$ cat src/ahp_pkg.sv
// constants for the parallel host command port
package ahp_pkg;
   localparam int CLK_PERIOD_NS = 4;
   localparam int CFG_W = 13;
   localparam logic [12:0] CFG_RESET = 13'h0100;
   localparam int MUX_LSB = 0;
   localparam int MUX_W = 4;
   localparam int ACQ_LSB = 4;
   localparam int SE_BIT = 6;
   localparam int HB_BIT = 7;
   localparam int SYNC_BIT = 8;
   localparam int CMD_LSB = 9;
   localparam int BW_BIT = 12;
   localparam logic [2:0] CMD_NORMAL = 3'h0;
   localparam logic [2:0] CMD_AUTOCAL = 3'h1;
   localparam logic [2:0] CMD_AUTOZERO = 3'h2;
   localparam logic [2:0] CMD_RESET = 3'h3;
   localparam logic [2:0] CMD_STANDBY = 3'h4;
   localparam logic [2:0] CMD_TEST_A = 3'h5;
   localparam logic [2:0] CMD_TEST_B = 3'h6;
   localparam int WR_RDY_NS = 65;
   localparam int RD_RDY_NS = 38;
   localparam int STBY_NS = 230;
   localparam int WAKE_NS = 45;
   localparam int WAKE_RDY_US = 2500;
   localparam int WR_RDY_CYC = WR_RDY_NS / CLK_PERIOD_NS;
   localparam int RD_RDY_CYC = RD_RDY_NS / CLK_PERIOD_NS;
   localparam int STBY_CYC = STBY_NS / CLK_PERIOD_NS;
   localparam int WAKE_CYC = WAKE_NS / CLK_PERIOD_NS;
   localparam int WAKE_RDY_CYC = WAKE_RDY_US * 1000 / CLK_PERIOD_NS;
   localparam int CONV_CYC = 44;
   localparam int CAL_CYC = 4946;
   localparam int AZ_CYC = 78;
   typedef enum logic [2:0] {
      ST_IDLE = 3'b000,
      ST_ACQ = 3'b001,
      ST_CONV = 3'b011,
      ST_DONE = 3'b010,
      ST_BUSY = 3'b110,
      ST_SLEEP = 3'b111,
      ST_WAKE = 3'b101,
      ST_TEST = 3'b100
   } ahp_state_e;
endpackage

$ cat src/ahp_delay.sv
// programmable down-counter used to time the converter phases
`timescale 1ns/1ns
`default_nettype none
module ahp_delay #(
   parameter int W = 20
) (
   input wire logic clock,
   input wire logic sys_rst,
   input wire logic load,
   input wire logic [W-1:0] count,
   output logic done
);
   logic [W-1:0] cnt_ff;
   logic [W-1:0] nxt_cnt;
   logic done_ff;
   logic nxt_done;
   always_comb begin
      nxt_cnt = cnt_ff;
      nxt_done = 1'b0;
      if (load) begin
         nxt_cnt = count;
      end else if (cnt_ff != '0) begin
         nxt_cnt = cnt_ff - 1'b1;
         nxt_done = (cnt_ff == {{(W-1){1'b0}}, 1'b1});
      end
   end
   always_ff @(posedge clock or posedge sys_rst) begin
      if (sys_rst) begin
         cnt_ff <= '0;
         done_ff <= 1'b0;
      end else begin
         cnt_ff <= nxt_cnt;
         done_ff <= nxt_done;
      end
   end
   assign done = done_ff;
endmodule
`default_nettype wire

$ cat src/ahp_port.sv
// host command port: configuration capture, ready, low-power flag and sync handling
// Notes on behaviour
// - with latch_edge_select high, ready goes high within 65 ns of write.
// - ready goes high within 38 ns after read strobe rises ending a read.
// - standby write with latch_edge_select low drops low_power_flag within 230 ns.
// - reset write with latch_edge_select low raises low_power_flag within 45 ns.
// - after reset command, ready goes low within 2.5 ms.
// - standby, auto-cal or auto-zero writes deassert ready.
// - reads without writes keep converting the last written channel.
// - undefined command codes keep the command field, state and ready, but still load the channel and other config bits.
// - test mode ends only with sys_rst; no command leaves it.
// - sync bit clear: sync pin is an output, high while converting.
// - sync bit set: sync pin rising edge holds input and starts conversion.
`timescale 1ns/1ns
`default_nettype none
module ahp_port
   import ahp_pkg::*;
#(
   parameter int WAKE_RDY_CYCLES = WAKE_RDY_CYC,
   parameter int CAL_CYCLES = CAL_CYC
) (
   input wire logic clock,
   input wire logic sys_rst,
   input wire logic cs_n,
   input wire logic rd_n,
   input wire logic wr_n,
   input wire logic latch_edge_select,
   input wire logic [12:0] data_in,
   input wire logic [12:0] result_in,
   output logic [12:0] data_out,
   output logic data_oe,
   output logic ready_n,
   output logic low_power_flag,
   input wire logic sync_in,
   output logic sync_out,
   output logic sync_oe,
   output logic [3:0] mux_sel,
   output logic sample_hold,
   output logic test_mode
);
   localparam int DW = 22;
   ahp_state_e st_ff, nxt_st;
   logic [12:0] cfg_ff, nxt_cfg;
   logic [12:0] dout_ff, nxt_dout;
   logic doe_ff, nxt_doe;
   logic rdy_n_ff, nxt_rdy_n;
   logic lpf_ff, nxt_lpf;
   logic sync_o_ff, nxt_sync_o;
   logic sync_oe_ff, nxt_sync_oe;
   logic hold_ff, nxt_hold;
   logic test_ff, nxt_test;
   logic wr_q_ff, rd_q_ff, sync_q_ff;
   logic wr_ok_ff, nxt_wr_ok;
   logic rd_ok_ff, nxt_rd_ok;
   logic [3:0] mux_ff, nxt_mux;
   logic wr_evt, rd_end, sync_rise, ld;
   logic [DW-1:0] ld_cnt;
   logic tmr_done;
   logic [12:0] wr_word;
   logic [2:0] cmd;

   // strobe qualified only if cs stayed low since the strobe's falling edge
   always_comb begin
      nxt_wr_ok = wr_ok_ff;
      nxt_rd_ok = rd_ok_ff;
      if (wr_q_ff && !wr_n) begin
         nxt_wr_ok = !cs_n;
      end else if (cs_n) begin
         nxt_wr_ok = 1'b0;
      end
      if (rd_q_ff && !rd_n) begin
         nxt_rd_ok = !cs_n;
      end else if (cs_n) begin
         nxt_rd_ok = 1'b0;
      end
   end

   // active write edge: falling when latch_edge_select high, else rising
   always_comb begin
      if (latch_edge_select) begin
         wr_evt = wr_q_ff && !wr_n && !cs_n;
      end else begin
         wr_evt = !wr_q_ff && wr_n && wr_ok_ff && !cs_n;
      end
      rd_end = !rd_q_ff && rd_n && rd_ok_ff && !cs_n;
      sync_rise = !sync_q_ff && sync_in && cfg_ff[SYNC_BIT];
   end

   // 8-bit bus: high byte write lands in upper bits and clears hb
   always_comb begin
      wr_word = data_in;
      if (!cfg_ff[BW_BIT] && !data_in[BW_BIT]) begin
         if (cfg_ff[HB_BIT]) begin
            wr_word = {data_in[4:0], cfg_ff[7:0]};
            wr_word[HB_BIT] = 1'b0;
         end else begin
            wr_word = {cfg_ff[12:8], data_in[7:0]};
         end
      end
      cmd = wr_word[CMD_LSB +: 3];
   end

   always_comb begin
      nxt_st = st_ff;
      nxt_cfg = cfg_ff;
      nxt_rdy_n = rdy_n_ff;
      nxt_lpf = lpf_ff;
      nxt_hold = 1'b0;
      nxt_test = test_ff;
      nxt_mux = mux_ff;
      nxt_sync_o = sync_o_ff;
      nxt_dout = dout_ff;
      nxt_doe = !cs_n && !rd_n;
      ld = 1'b0;
      ld_cnt = '0;
      if (!cs_n && !rd_n) begin
         nxt_dout = result_in;
      end
      case (st_ff)
         ST_TEST: begin
            nxt_st = ST_TEST;
         end
         default: begin
            if (wr_evt && !rd_n && (cmd == CMD_TEST_A || cmd == CMD_TEST_B)) begin
               nxt_st = ST_TEST;
               nxt_test = 1'b1;
            end else if (wr_evt) begin
               nxt_cfg = wr_word;
               nxt_mux = wr_word[MUX_LSB +: MUX_W];
               nxt_rdy_n = 1'b1;
               case (cmd)
                  CMD_STANDBY: begin
                     nxt_rdy_n = 1'b1;
                     ld = 1'b1;
                     // trimmed by event, counter and flag latency so the flag meets its bound
                     ld_cnt = DW'(STBY_CYC - 3);
                     nxt_st = ST_SLEEP;
                  end
                  CMD_RESET: begin
                     ld = 1'b1;
                     ld_cnt = DW'(WAKE_RDY_CYCLES - 3);
                     nxt_lpf = 1'b1;
                     nxt_st = ST_WAKE;
                  end
                  CMD_AUTOCAL: begin
                     ld = 1'b1;
                     ld_cnt = DW'(CAL_CYCLES);
                     nxt_st = ST_BUSY;
                  end
                  CMD_AUTOZERO: begin
                     ld = 1'b1;
                     ld_cnt = DW'(AZ_CYC);
                     nxt_st = ST_BUSY;
                  end
                  CMD_NORMAL: begin
                     if (st_ff != ST_SLEEP) begin
                        nxt_st = ST_ACQ;
                     end
                  end
                  default: begin
                     nxt_cfg[CMD_LSB +: 3] = cfg_ff[CMD_LSB +: 3];
                     nxt_rdy_n = rdy_n_ff;
                  end
               endcase
            end else begin
               if (rd_end) begin
                  nxt_rdy_n = 1'b1;
               end
               case (st_ff)
                  ST_IDLE, ST_DONE: begin
                     if (rd_end && !cfg_ff[SYNC_BIT]) begin
                        nxt_st = ST_ACQ;
                     end else if (sync_rise) begin
                        nxt_st = ST_ACQ;
                     end
                  end
                  ST_ACQ: begin
                     nxt_hold = 1'b1;
                     ld = 1'b1;
                     ld_cnt = DW'(CONV_CYC);
                     nxt_st = ST_CONV;
                  end
                  ST_CONV, ST_BUSY, ST_WAKE: begin
                     if (tmr_done) begin
                        nxt_rdy_n = 1'b0;
                        nxt_st = ST_DONE;
                     end
                  end
                  ST_SLEEP: begin
                     if (tmr_done) begin
                        nxt_lpf = 1'b0;
                     end
                  end
                  default: begin
                     nxt_st = ST_IDLE;
                  end
               endcase
            end
         end
      endcase
      nxt_sync_o = (nxt_st == ST_CONV);
      nxt_sync_oe = !nxt_cfg[SYNC_BIT];
   end

   ahp_delay #(.W(DW)) ahp_delay_inst (
      .clock(clock),
      .sys_rst(sys_rst),
      .load(ld),
      .count(ld_cnt),
      .done(tmr_done)
   );

   always_ff @(posedge clock or posedge sys_rst) begin
      if (sys_rst) begin
         st_ff <= ST_IDLE;
         cfg_ff <= CFG_RESET;
         dout_ff <= '0;
         doe_ff <= 1'b0;
         rdy_n_ff <= 1'b1;
         lpf_ff <= 1'b1;
         sync_o_ff <= 1'b0;
         sync_oe_ff <= 1'b0;
         hold_ff <= 1'b0;
         test_ff <= 1'b0;
         wr_q_ff <= 1'b1;
         rd_q_ff <= 1'b1;
         sync_q_ff <= 1'b0;
         wr_ok_ff <= 1'b0;
         rd_ok_ff <= 1'b0;
         mux_ff <= '0;
      end else begin
         st_ff <= nxt_st;
         cfg_ff <= nxt_cfg;
         dout_ff <= nxt_dout;
         doe_ff <= nxt_doe;
         rdy_n_ff <= nxt_rdy_n;
         lpf_ff <= nxt_lpf;
         sync_o_ff <= nxt_sync_o;
         sync_oe_ff <= nxt_sync_oe;
         hold_ff <= nxt_hold;
         test_ff <= nxt_test;
         wr_q_ff <= wr_n;
         rd_q_ff <= rd_n;
         sync_q_ff <= sync_in;
         wr_ok_ff <= nxt_wr_ok;
         rd_ok_ff <= nxt_rd_ok;
         mux_ff <= nxt_mux;
      end
   end

   assign data_out = dout_ff;
   assign data_oe = doe_ff;
   assign ready_n = rdy_n_ff;
   assign low_power_flag = lpf_ff;
   assign sync_out = sync_o_ff;
   // sync pin driven only in sync-out mode
   assign sync_oe = sync_oe_ff;
   assign mux_sel = mux_ff;
   assign sample_hold = hold_ff;
   assign test_mode = test_ff;
endmodule
`default_nettype wire

$ cat config.mk
export PLATFORM = sky130hd
export DESIGN_NAME = ahp_port
export DESIGN_NICKNAME = d
export VERILOG_FILES = /design/src/ahp_pkg.sv /design/src/ahp_delay.sv /design/src/ahp_port.sv
export SDC_FILE = /design/constraint.sdc
export NUM_CORES = 1
export LEC_CHECK = 0
export ABC_CLOCK_PERIOD_IN_PS = 7500
export BUFFER_PORTS_ARGS = -buffer_cell sky130_fd_sc_hd__buf_2
export CORE_MARGIN = 4
export CORE_UTILIZATION = 60
export DETAILED_ROUTE_END_ITERATION = 6
export PLACE_DENSITY = 0.88
export SLEW_MARGIN = 20
export SYNTH_ARGS = -nofsm -noshare
export SYNTH_HDL_FRONTEND = slang
export SYNTH_SLANG_ARGS = --single-unit
$ cat constraint.sdc
create_clock -name clock -period 7.5 [get_ports clock]
set_input_delay 0.375 -clock clock [delete_from_list [all_inputs] [get_ports clock]]
set_output_delay 0.375 -clock clock [all_outputs]
set_load 0.01 [all_outputs]
# ---- Word-level counts from Yosys, hierarchy flattened
# Index checks and enable logic that the tools add are counted.
dict set report op_classes {
  n_eq_ne 20
  bitwise_logic 2
  reduce_logical 47
  muxes 44
  add_sub_neg 1
}
# operator count
set ops {}
lappend ops {{22-bit 2-to-1 mux} 5}
lappend ops {{20-bit case mux with 4 select lines} 1}
lappend ops {{9-bit 2-to-1 mux} 3}
lappend ops {{13-bit 2-to-1 mux} 2}
lappend ops {{3-bit case mux with 4 select lines} 2}
lappend ops {{1-bit 2-to-1 mux} 23}
lappend ops {{22-bit by 1-bit equality test with 1-bit output, second input constant} 1}
lappend ops {{22-bit nonzero test} 1}
lappend ops {{22-bit by 1-bit subtractor with 22-bit output, second input constant} 1}
lappend ops {{3-bit equality test, second input constant} 7}
lappend ops {{3-bit 2-to-1 mux} 7}
lappend ops {{1-bit logical AND} 16}
lappend ops {{3-bit by 2-bit equality test with 1-bit output, second input constant} 5}
lappend ops {{4-bit AND reduction} 3}
lappend ops {{1-bit logical NOT} 10}
lappend ops {{2-bit nonzero test} 5}
lappend ops {{3-bit by 1-bit equality test with 1-bit output, second input constant} 2}
lappend ops {{3-bit logical NOT} 2}
lappend ops {{6-bit 2-to-1 mux} 1}
lappend ops {{2-bit inequality test, second input constant} 3}
lappend ops {{3-bit AND reduction} 2}
lappend ops {{5-bit AND reduction} 1}
lappend ops {{5-bit OR reduction} 1}
lappend ops {{2-bit OR reduction} 2}
lappend ops {{other kinds (7)} 8}
dict set report word_totals {
  input_bits 33
  elab_cells 136
  ff_bits 68
  output_inout_bits 24
}

# ---- Logic depth before layout (Yosys ltp)
dict set report depth {
  ltp_word 11
  ltp_mapped 10
  depth_no_buf 8
}

# ---- By module
# From an unflattened synthesis, not the netlist that was laid out.
dict set report hier_totals {
  hier_cells 339
  area_unflattened_um2 3410.8
}
# module cells_each area_per_inst_um2 instances seq_area_each_um2
set by_module_without_submodules {}
lappend by_module_without_submodules {ahp_port 182 1920.6 1 957.2}
lappend by_module_without_submodules {ahp_delay 157 1490.2 1 575.6}

# ---- Worst setup path before layout
# Ideal clock, no wire load.
dict set report synth_timing {
  path_kind {register -> register}
  from {register ahp_delay_inst.cnt_ff[0]}
  to {register ahp_delay_inst.cnt_ff[20]}
  synth_period_minus_slack_ns 2.489
  required_ns 7.380
  stages_incl_launch_ff 10
  t_arrival_ns 2.370
  setup_time_ns 0.120
  path_buffers 1
  setup_slack_ns 5.011
  cell_sequence {dfrtp_1 inv_1 ha_1 or3b_2 clkbuf_1 or3_4 or3_4 nor3_4 mux2i_1 nor2_2}
}
dict set report synth_between {
  elab_chain_len 3
  elab_cells_between_ends 5
  classes_between {1 x add/sub; 2 x mux; 2 x reduce/logical}
}
# element line_no
set synth_rtl {}
lappend synth_rtl {{start: declaration} ahp_delay.sv:13} ;# logic [W-1:0] cnt_ff;
lappend synth_rtl {{start signal: assignment} ahp_delay.sv:32} ;# cnt_ff <= nxt_cnt;
lappend synth_rtl {{22-bit by 1-bit subtractor with 22-bit output} ahp_delay.sv:23} ;# nxt_cnt = cnt_ff - 1'b1;
lappend synth_rtl {{22-bit 2-to-1 mux} ahp_delay.sv:22} ;# end else if (cnt_ff != '0) begin
lappend synth_rtl {{22-bit 2-to-1 mux} ahp_delay.sv:20} ;# if (load) begin
# Parallel ways exist; a longest one is shown, timed or not. The select of a mux whose other input is x is not followed.
# A chain may end at the register's enable or synchronous reset.

# ---- Final worst setup path
dict set report layout_timing {
  from {register wr_q_ff}
  to {register ahp_delay_inst.cnt_ff[12]}
}
dict set report layout_between {
  elab_chain_len 10
  elab_cells_between_ends 17
  classes_between {8 x mux; 9 x reduce/logical}
}
# element line_no
set layout_rtl {}
lappend layout_rtl {{start: declaration} ahp_port.sv:52} ;# logic wr_q_ff, rd_q_ff, sync_q_ff;
lappend layout_rtl {{start signal: assignment} ahp_port.sv:242} ;# wr_q_ff <= wr_n;
lappend layout_rtl {{1-bit logical NOT} ahp_port.sv:83} ;# wr_evt = !wr_q_ff && wr_n && wr_ok_ff && !cs_n;
lappend layout_rtl {{1-bit logical AND (3 in series)} ahp_port.sv:83}
lappend layout_rtl {{1-bit 2-to-1 mux *} ahp_port.sv:80} ;# if (latch_edge_select) begin
lappend layout_rtl {{1-bit logical AND (2 in series)} ahp_port.sv:124} ;# if (wr_evt && !rd_n && (cmd == CMD_TEST_A || cmd == CMD_TEST_B)) begin
lappend layout_rtl {{22-bit 2-to-1 mux / 1-bit 2-to-1 mux (equally long branches)} ahp_port.sv:124}
lappend layout_rtl {{22-bit 2-to-1 mux / 1-bit 2-to-1 mux (equally long branches)} ahp_port.sv:119} ;# case (st_ff)
lappend layout_rtl {{22-bit 2-to-1 mux / 2-bit nonzero test (equally long branches)} n/a}
# Every way passes the cells marked *; elsewhere a longest branch is shown, timed or not.

==> results by group <==
Status
  – Result of the run: completed

Floorplan
  – Floorplan Core Area: about 5000 um^2
  – Area of the die: about 6600 um^2
  – IO Count: between 50 and 60
  – Die W: ~81 um
  – DIE HEIGHT: just over 80 um
  – Initial standard-cell utilization of the core: 0.6259
  – Row Count: 26

Synthesis
  – Cell types with the highest counts after synthesis: sky130_fd_sc_hd__dfrtp_1, sky130_fd_sc_hd__nor2_1, sky130_fd_sc_hd__mux2_2, sky130_fd_sc_hd__nand2_1, sky130_fd_sc_hd__o21ai_0
  – Post-synthesis average cell area: between 10 and 15 um^2
  – Primary FF master, synth: sky130_fd_sc_hd__dfrtp_1
  – Portion of synthesized cell area occupied by the leading cell type: 0.4356
  – Register bit total from synthesis: 61
  – EDFF count, synth: 0
  – Sequential share of the synthesized area: 0.4765
  – Cell count after synthesis: 314
  – Most frequent cell after synthesis: sky130_fd_sc_hd__dfrtp_1
  – Largest cells by area after synthesis: sky130_fd_sc_hd__dfrtp_1, sky130_fd_sc_hd__mux2_2, sky130_fd_sc_hd__dfstp_2
  – Post-synthesis net count: between 300 and 400
  – Cell taking the most area after synthesis: sky130_fd_sc_hd__dfrtp_1
  – Summed instance area of the synthesized netlist: about 3200 um^2
  – Count of unique library cells instantiated by Yosys: just under 60
  – Yosys warning total: 0
  – Share of synthesized flip-flops with an asynchronous set or reset: 1.000

Flow run
  – Max-cap violations: 0

Clocking
  – Number of clock buffers inserted by TritonCTS: 9
  – Clock tree from TritonCTS: yes
  – Maximum number of buffers from clock root to sink: 2
  – Clock root buffer: sky130_fd_sc_hd__clkbuf_8
  – Buffer count from post-CTS setup fixing: 0
  – Clock Sinks: between 60 and 70
  – Clock latency of the later-clocked register in the worst-skew pair: around 340 ps
  – Clock H-tree levels: 3
  – Hold-fix buffer count after cts: 0
  – Post-CTS resize count: 0
  – Worst-path clk slew: approximately 70 ps

STA
  – Min cycle time layout: about 3200 ps
  – RSZ-0062 raised after global routing: false
  – Setup total negative slack: 0 ps
  – Tightest Pin Transition: approximately 1000 ps
  – Total of endpoints with negative setup slack in the final report: 0
  – Clock skew after layout: 8.536 ps
  – Worst relative slew slack: 0.3273
  – Number of hold-slack violations in the final timing report: 0
  – Maximum clock frequency: ~310 MHz
  – Post-Route Hold Slack: about 160 ps
  – Share of the clock period used by the worst path after layout: 0.4252
  – Number of max-slew violations in the final report: 0

Detailed routing
  – WL per Instance: between 15 and 20 um
  – Count of vias placed by the detailed router: 2639
  – DRC: 0
  – Number of nets still failing antenna checks after routing: 0
  – DRT iter0 DRCs: roughly 370
  – Vias per inst: between 6 and 7
  – Post-detailed-routing wire length: slightly above 7000 um
  – TritonRoute pass-1 iters: 5

Placed design
  – Number of placed cells counting well taps: 420
  – Count of port buffers added during placement: 54
  – Final weighted congestion of routability-driven global placement: 0.8398
  – Detailed placement HPWL: 4914 um

Layout
  – Diode count: 0
  – Area growth from synthesis to final layout: 16.10%
  – Fraction of layout cells with a size suffix above 1: 0.3060
  – Final net count: just under 400
  – Utilization after layout: 0.7266
  – Number of cells in the finished layout apart from fillers: around 440

Global route
  – First-pass GRT wire length: approximately 12000 um
  – All-layer global routing usage: 0.2396
  – Initial antenna violation count: 0
  – Vias in the first global route: 2685
  – Maximum number of pins on one net before global-route repair: 62
  – GRT overflow: 0

Critical path
  – Crit path kind: reg -> reg
  – Critical path peak fanout: 13
  – CP peak stage delay: 800 ps
  – Crit path max-delay cell type: sky130_fd_sc_hd__a31oi_1
  – Critical path, cell by cell: nand3b_1, a21oi_1, nor4b_1, a31oi_1, nor2_2, o311a_1
  – Critical Path AT: ~3400 ps
  – Data required time at the worst endpoint: ~7700 ps
  – Endpoint class of the critical path: register
  – Critical Path Start Type: register

Pwr
  – Post-layout total power: roughly 0.00077 W
  – Reported leakage power: between 1.5 and 2 nW
  – Clk network pwr share: 0.456
  – Part of the power in combinational logic: 0.090
  – Sequential power share: 0.453
  – Power density over the cells: just over 200 nW/um^2
  – Largest voltage drop on the vdd net: roughly 0.17 mV
  – Switching part of the total power: 0.2249
  – Internal power: ~0.00059 W
  – Switching power: 0.0001724 W

Worst hold path
  – Hold Crit Class: in -> reg
## path summary, 6_finish.rpt
path	to	startpoint	cells past startpoint	slack (ps)
worst max-delay path	ahp_delay_inst.cnt_ff[12]$_DFFE_PP0P_	wr_q_ff$_DFF_PP1_	6	4310
worst min-delay path	wr_q_ff$_DFF_PP1_	wr_n	1	160
max in group asynchronous	ahp_delay_inst.cnt_ff[6]$_DFFE_PP0P_	sys_rst	3	6720
min in group asynchronous	ahp_delay_inst.cnt_ff[18]$_DFFE_PP0P_	sys_rst	3	260
worst max register to register	ahp_delay_inst.cnt_ff[12]$_DFFE_PP0P_	wr_q_ff$_DFF_PP1_	6	4310
worst min register to register	test_mode$_DFFE_PP0P_	test_mode$_DFFE_PP0P_	2	480
## stage by stage
stage	area, um^2	setup WS, ps
6_report	3735	4311
5_1_grt	3735	4133
4_1_cts	3735	4362
3_5_place_dp	3491	4290
3_3_place_gp	3491	4347
2_1_floorplan	3217	5011
## sequential cells by signal, indices dropped and copies added, names as in the netlist, 3 cells and up, named ones only
name,count
cfg_ff,6
st_ff,3
ahp_delay_inst.cnt_ff,22
data_out,13
## power by group through the flow
stage	clock network [W]	registers, W	logic [W]
after floorplan	0	0.000358	0.0000354
after global placement	0	0.000352	0.0000669
after detailed placement	0	0.000353	0.0000693
after CTS	0.000354	0.000348	0.0000696
after global routing	0.000368	0.000349	0.0000768
final	0.000350	0.000348	0.0000692
## final cells by class
cell class              instances  area (um^2)
clock buffers                  13        178.9
clock inverters                 3        65.06
fillers                       389         1405
inverters                      11        41.29
multi-input cells             222         1544
flip-flops and latches         61         1533
well taps                      70        87.58
repair buffers                 56        285.3
## logic make-up after synthesis
family | Yosys count | synth area share
XOR/XNOR | 22 | 0.05990
AND/OR/NAND/NOR | 99 | 0.1692
flip-flops | 61 | 0.4765
multiplexers | 24 | 0.08635
buffers and inverters | 31 | 0.04356
AO/OA/AOI/OAI | 74 | 0.1536
adder cells (fa/ha/maj) | 3 | 0.01089
## metal layers
| metal | vias to the layer above | part of all wire | wire (um) | track usage |
|---|---|---|---|---|
| met5 | - | 0 | 0 | 0 |
| met4 | 0 | 0.027 | 193 | 0.1216 |
| met3 | 19 | 0.070 | 497 | 0.06430 |
| met2 | 95 | 0.48 | 3385 | 0.3842 |
| met1 | 1299 | 0.42 | 3006 | 0.2980 |
| li1 | 1226 | - | - | - |
## placed cells by master (no fill, tap or decap), types with 3 or more instances in the layout
cell / n
sky130_fd_sc_hd__nor2_2: 3
sky130_fd_sc_hd__a22oi_1: 5
sky130_fd_sc_hd__nor4_1: 4
sky130_fd_sc_hd__dfstp_2: 5
sky130_fd_sc_hd__o21ai_0: 16
sky130_fd_sc_hd__o21a_1: 4
sky130_fd_sc_hd__o211ai_1: 3
sky130_fd_sc_hd__clkbuf_8: 13
sky130_fd_sc_hd__nand3_1: 6
sky130_fd_sc_hd__o31ai_1: 5
sky130_fd_sc_hd__xnor2_1: 11
sky130_fd_sc_hd__nand2_1: 16
sky130_fd_sc_hd__mux2i_1: 3
sky130_fd_sc_hd__or4_1: 4
sky130_fd_sc_hd__a21oi_1: 15
sky130_fd_sc_hd__nor3_1: 10
sky130_fd_sc_hd__buf_2: 54
sky130_fd_sc_hd__xor2_1: 11
sky130_fd_sc_hd__a31oi_1: 6
sky130_fd_sc_hd__dfrtp_1: 56
sky130_fd_sc_hd__inv_1: 10
sky130_fd_sc_hd__mux2_2: 20
sky130_fd_sc_hd__or3_1: 9
sky130_fd_sc_hd__nor2_1: 27
## critical path: cells and delay by family (launching register included)
kind | cells | cell delay [ps]
flops | 1 | 540
compound gates | 3 | 1920
simple gates | 3 | 620
(Power assumes the default switching activity.)
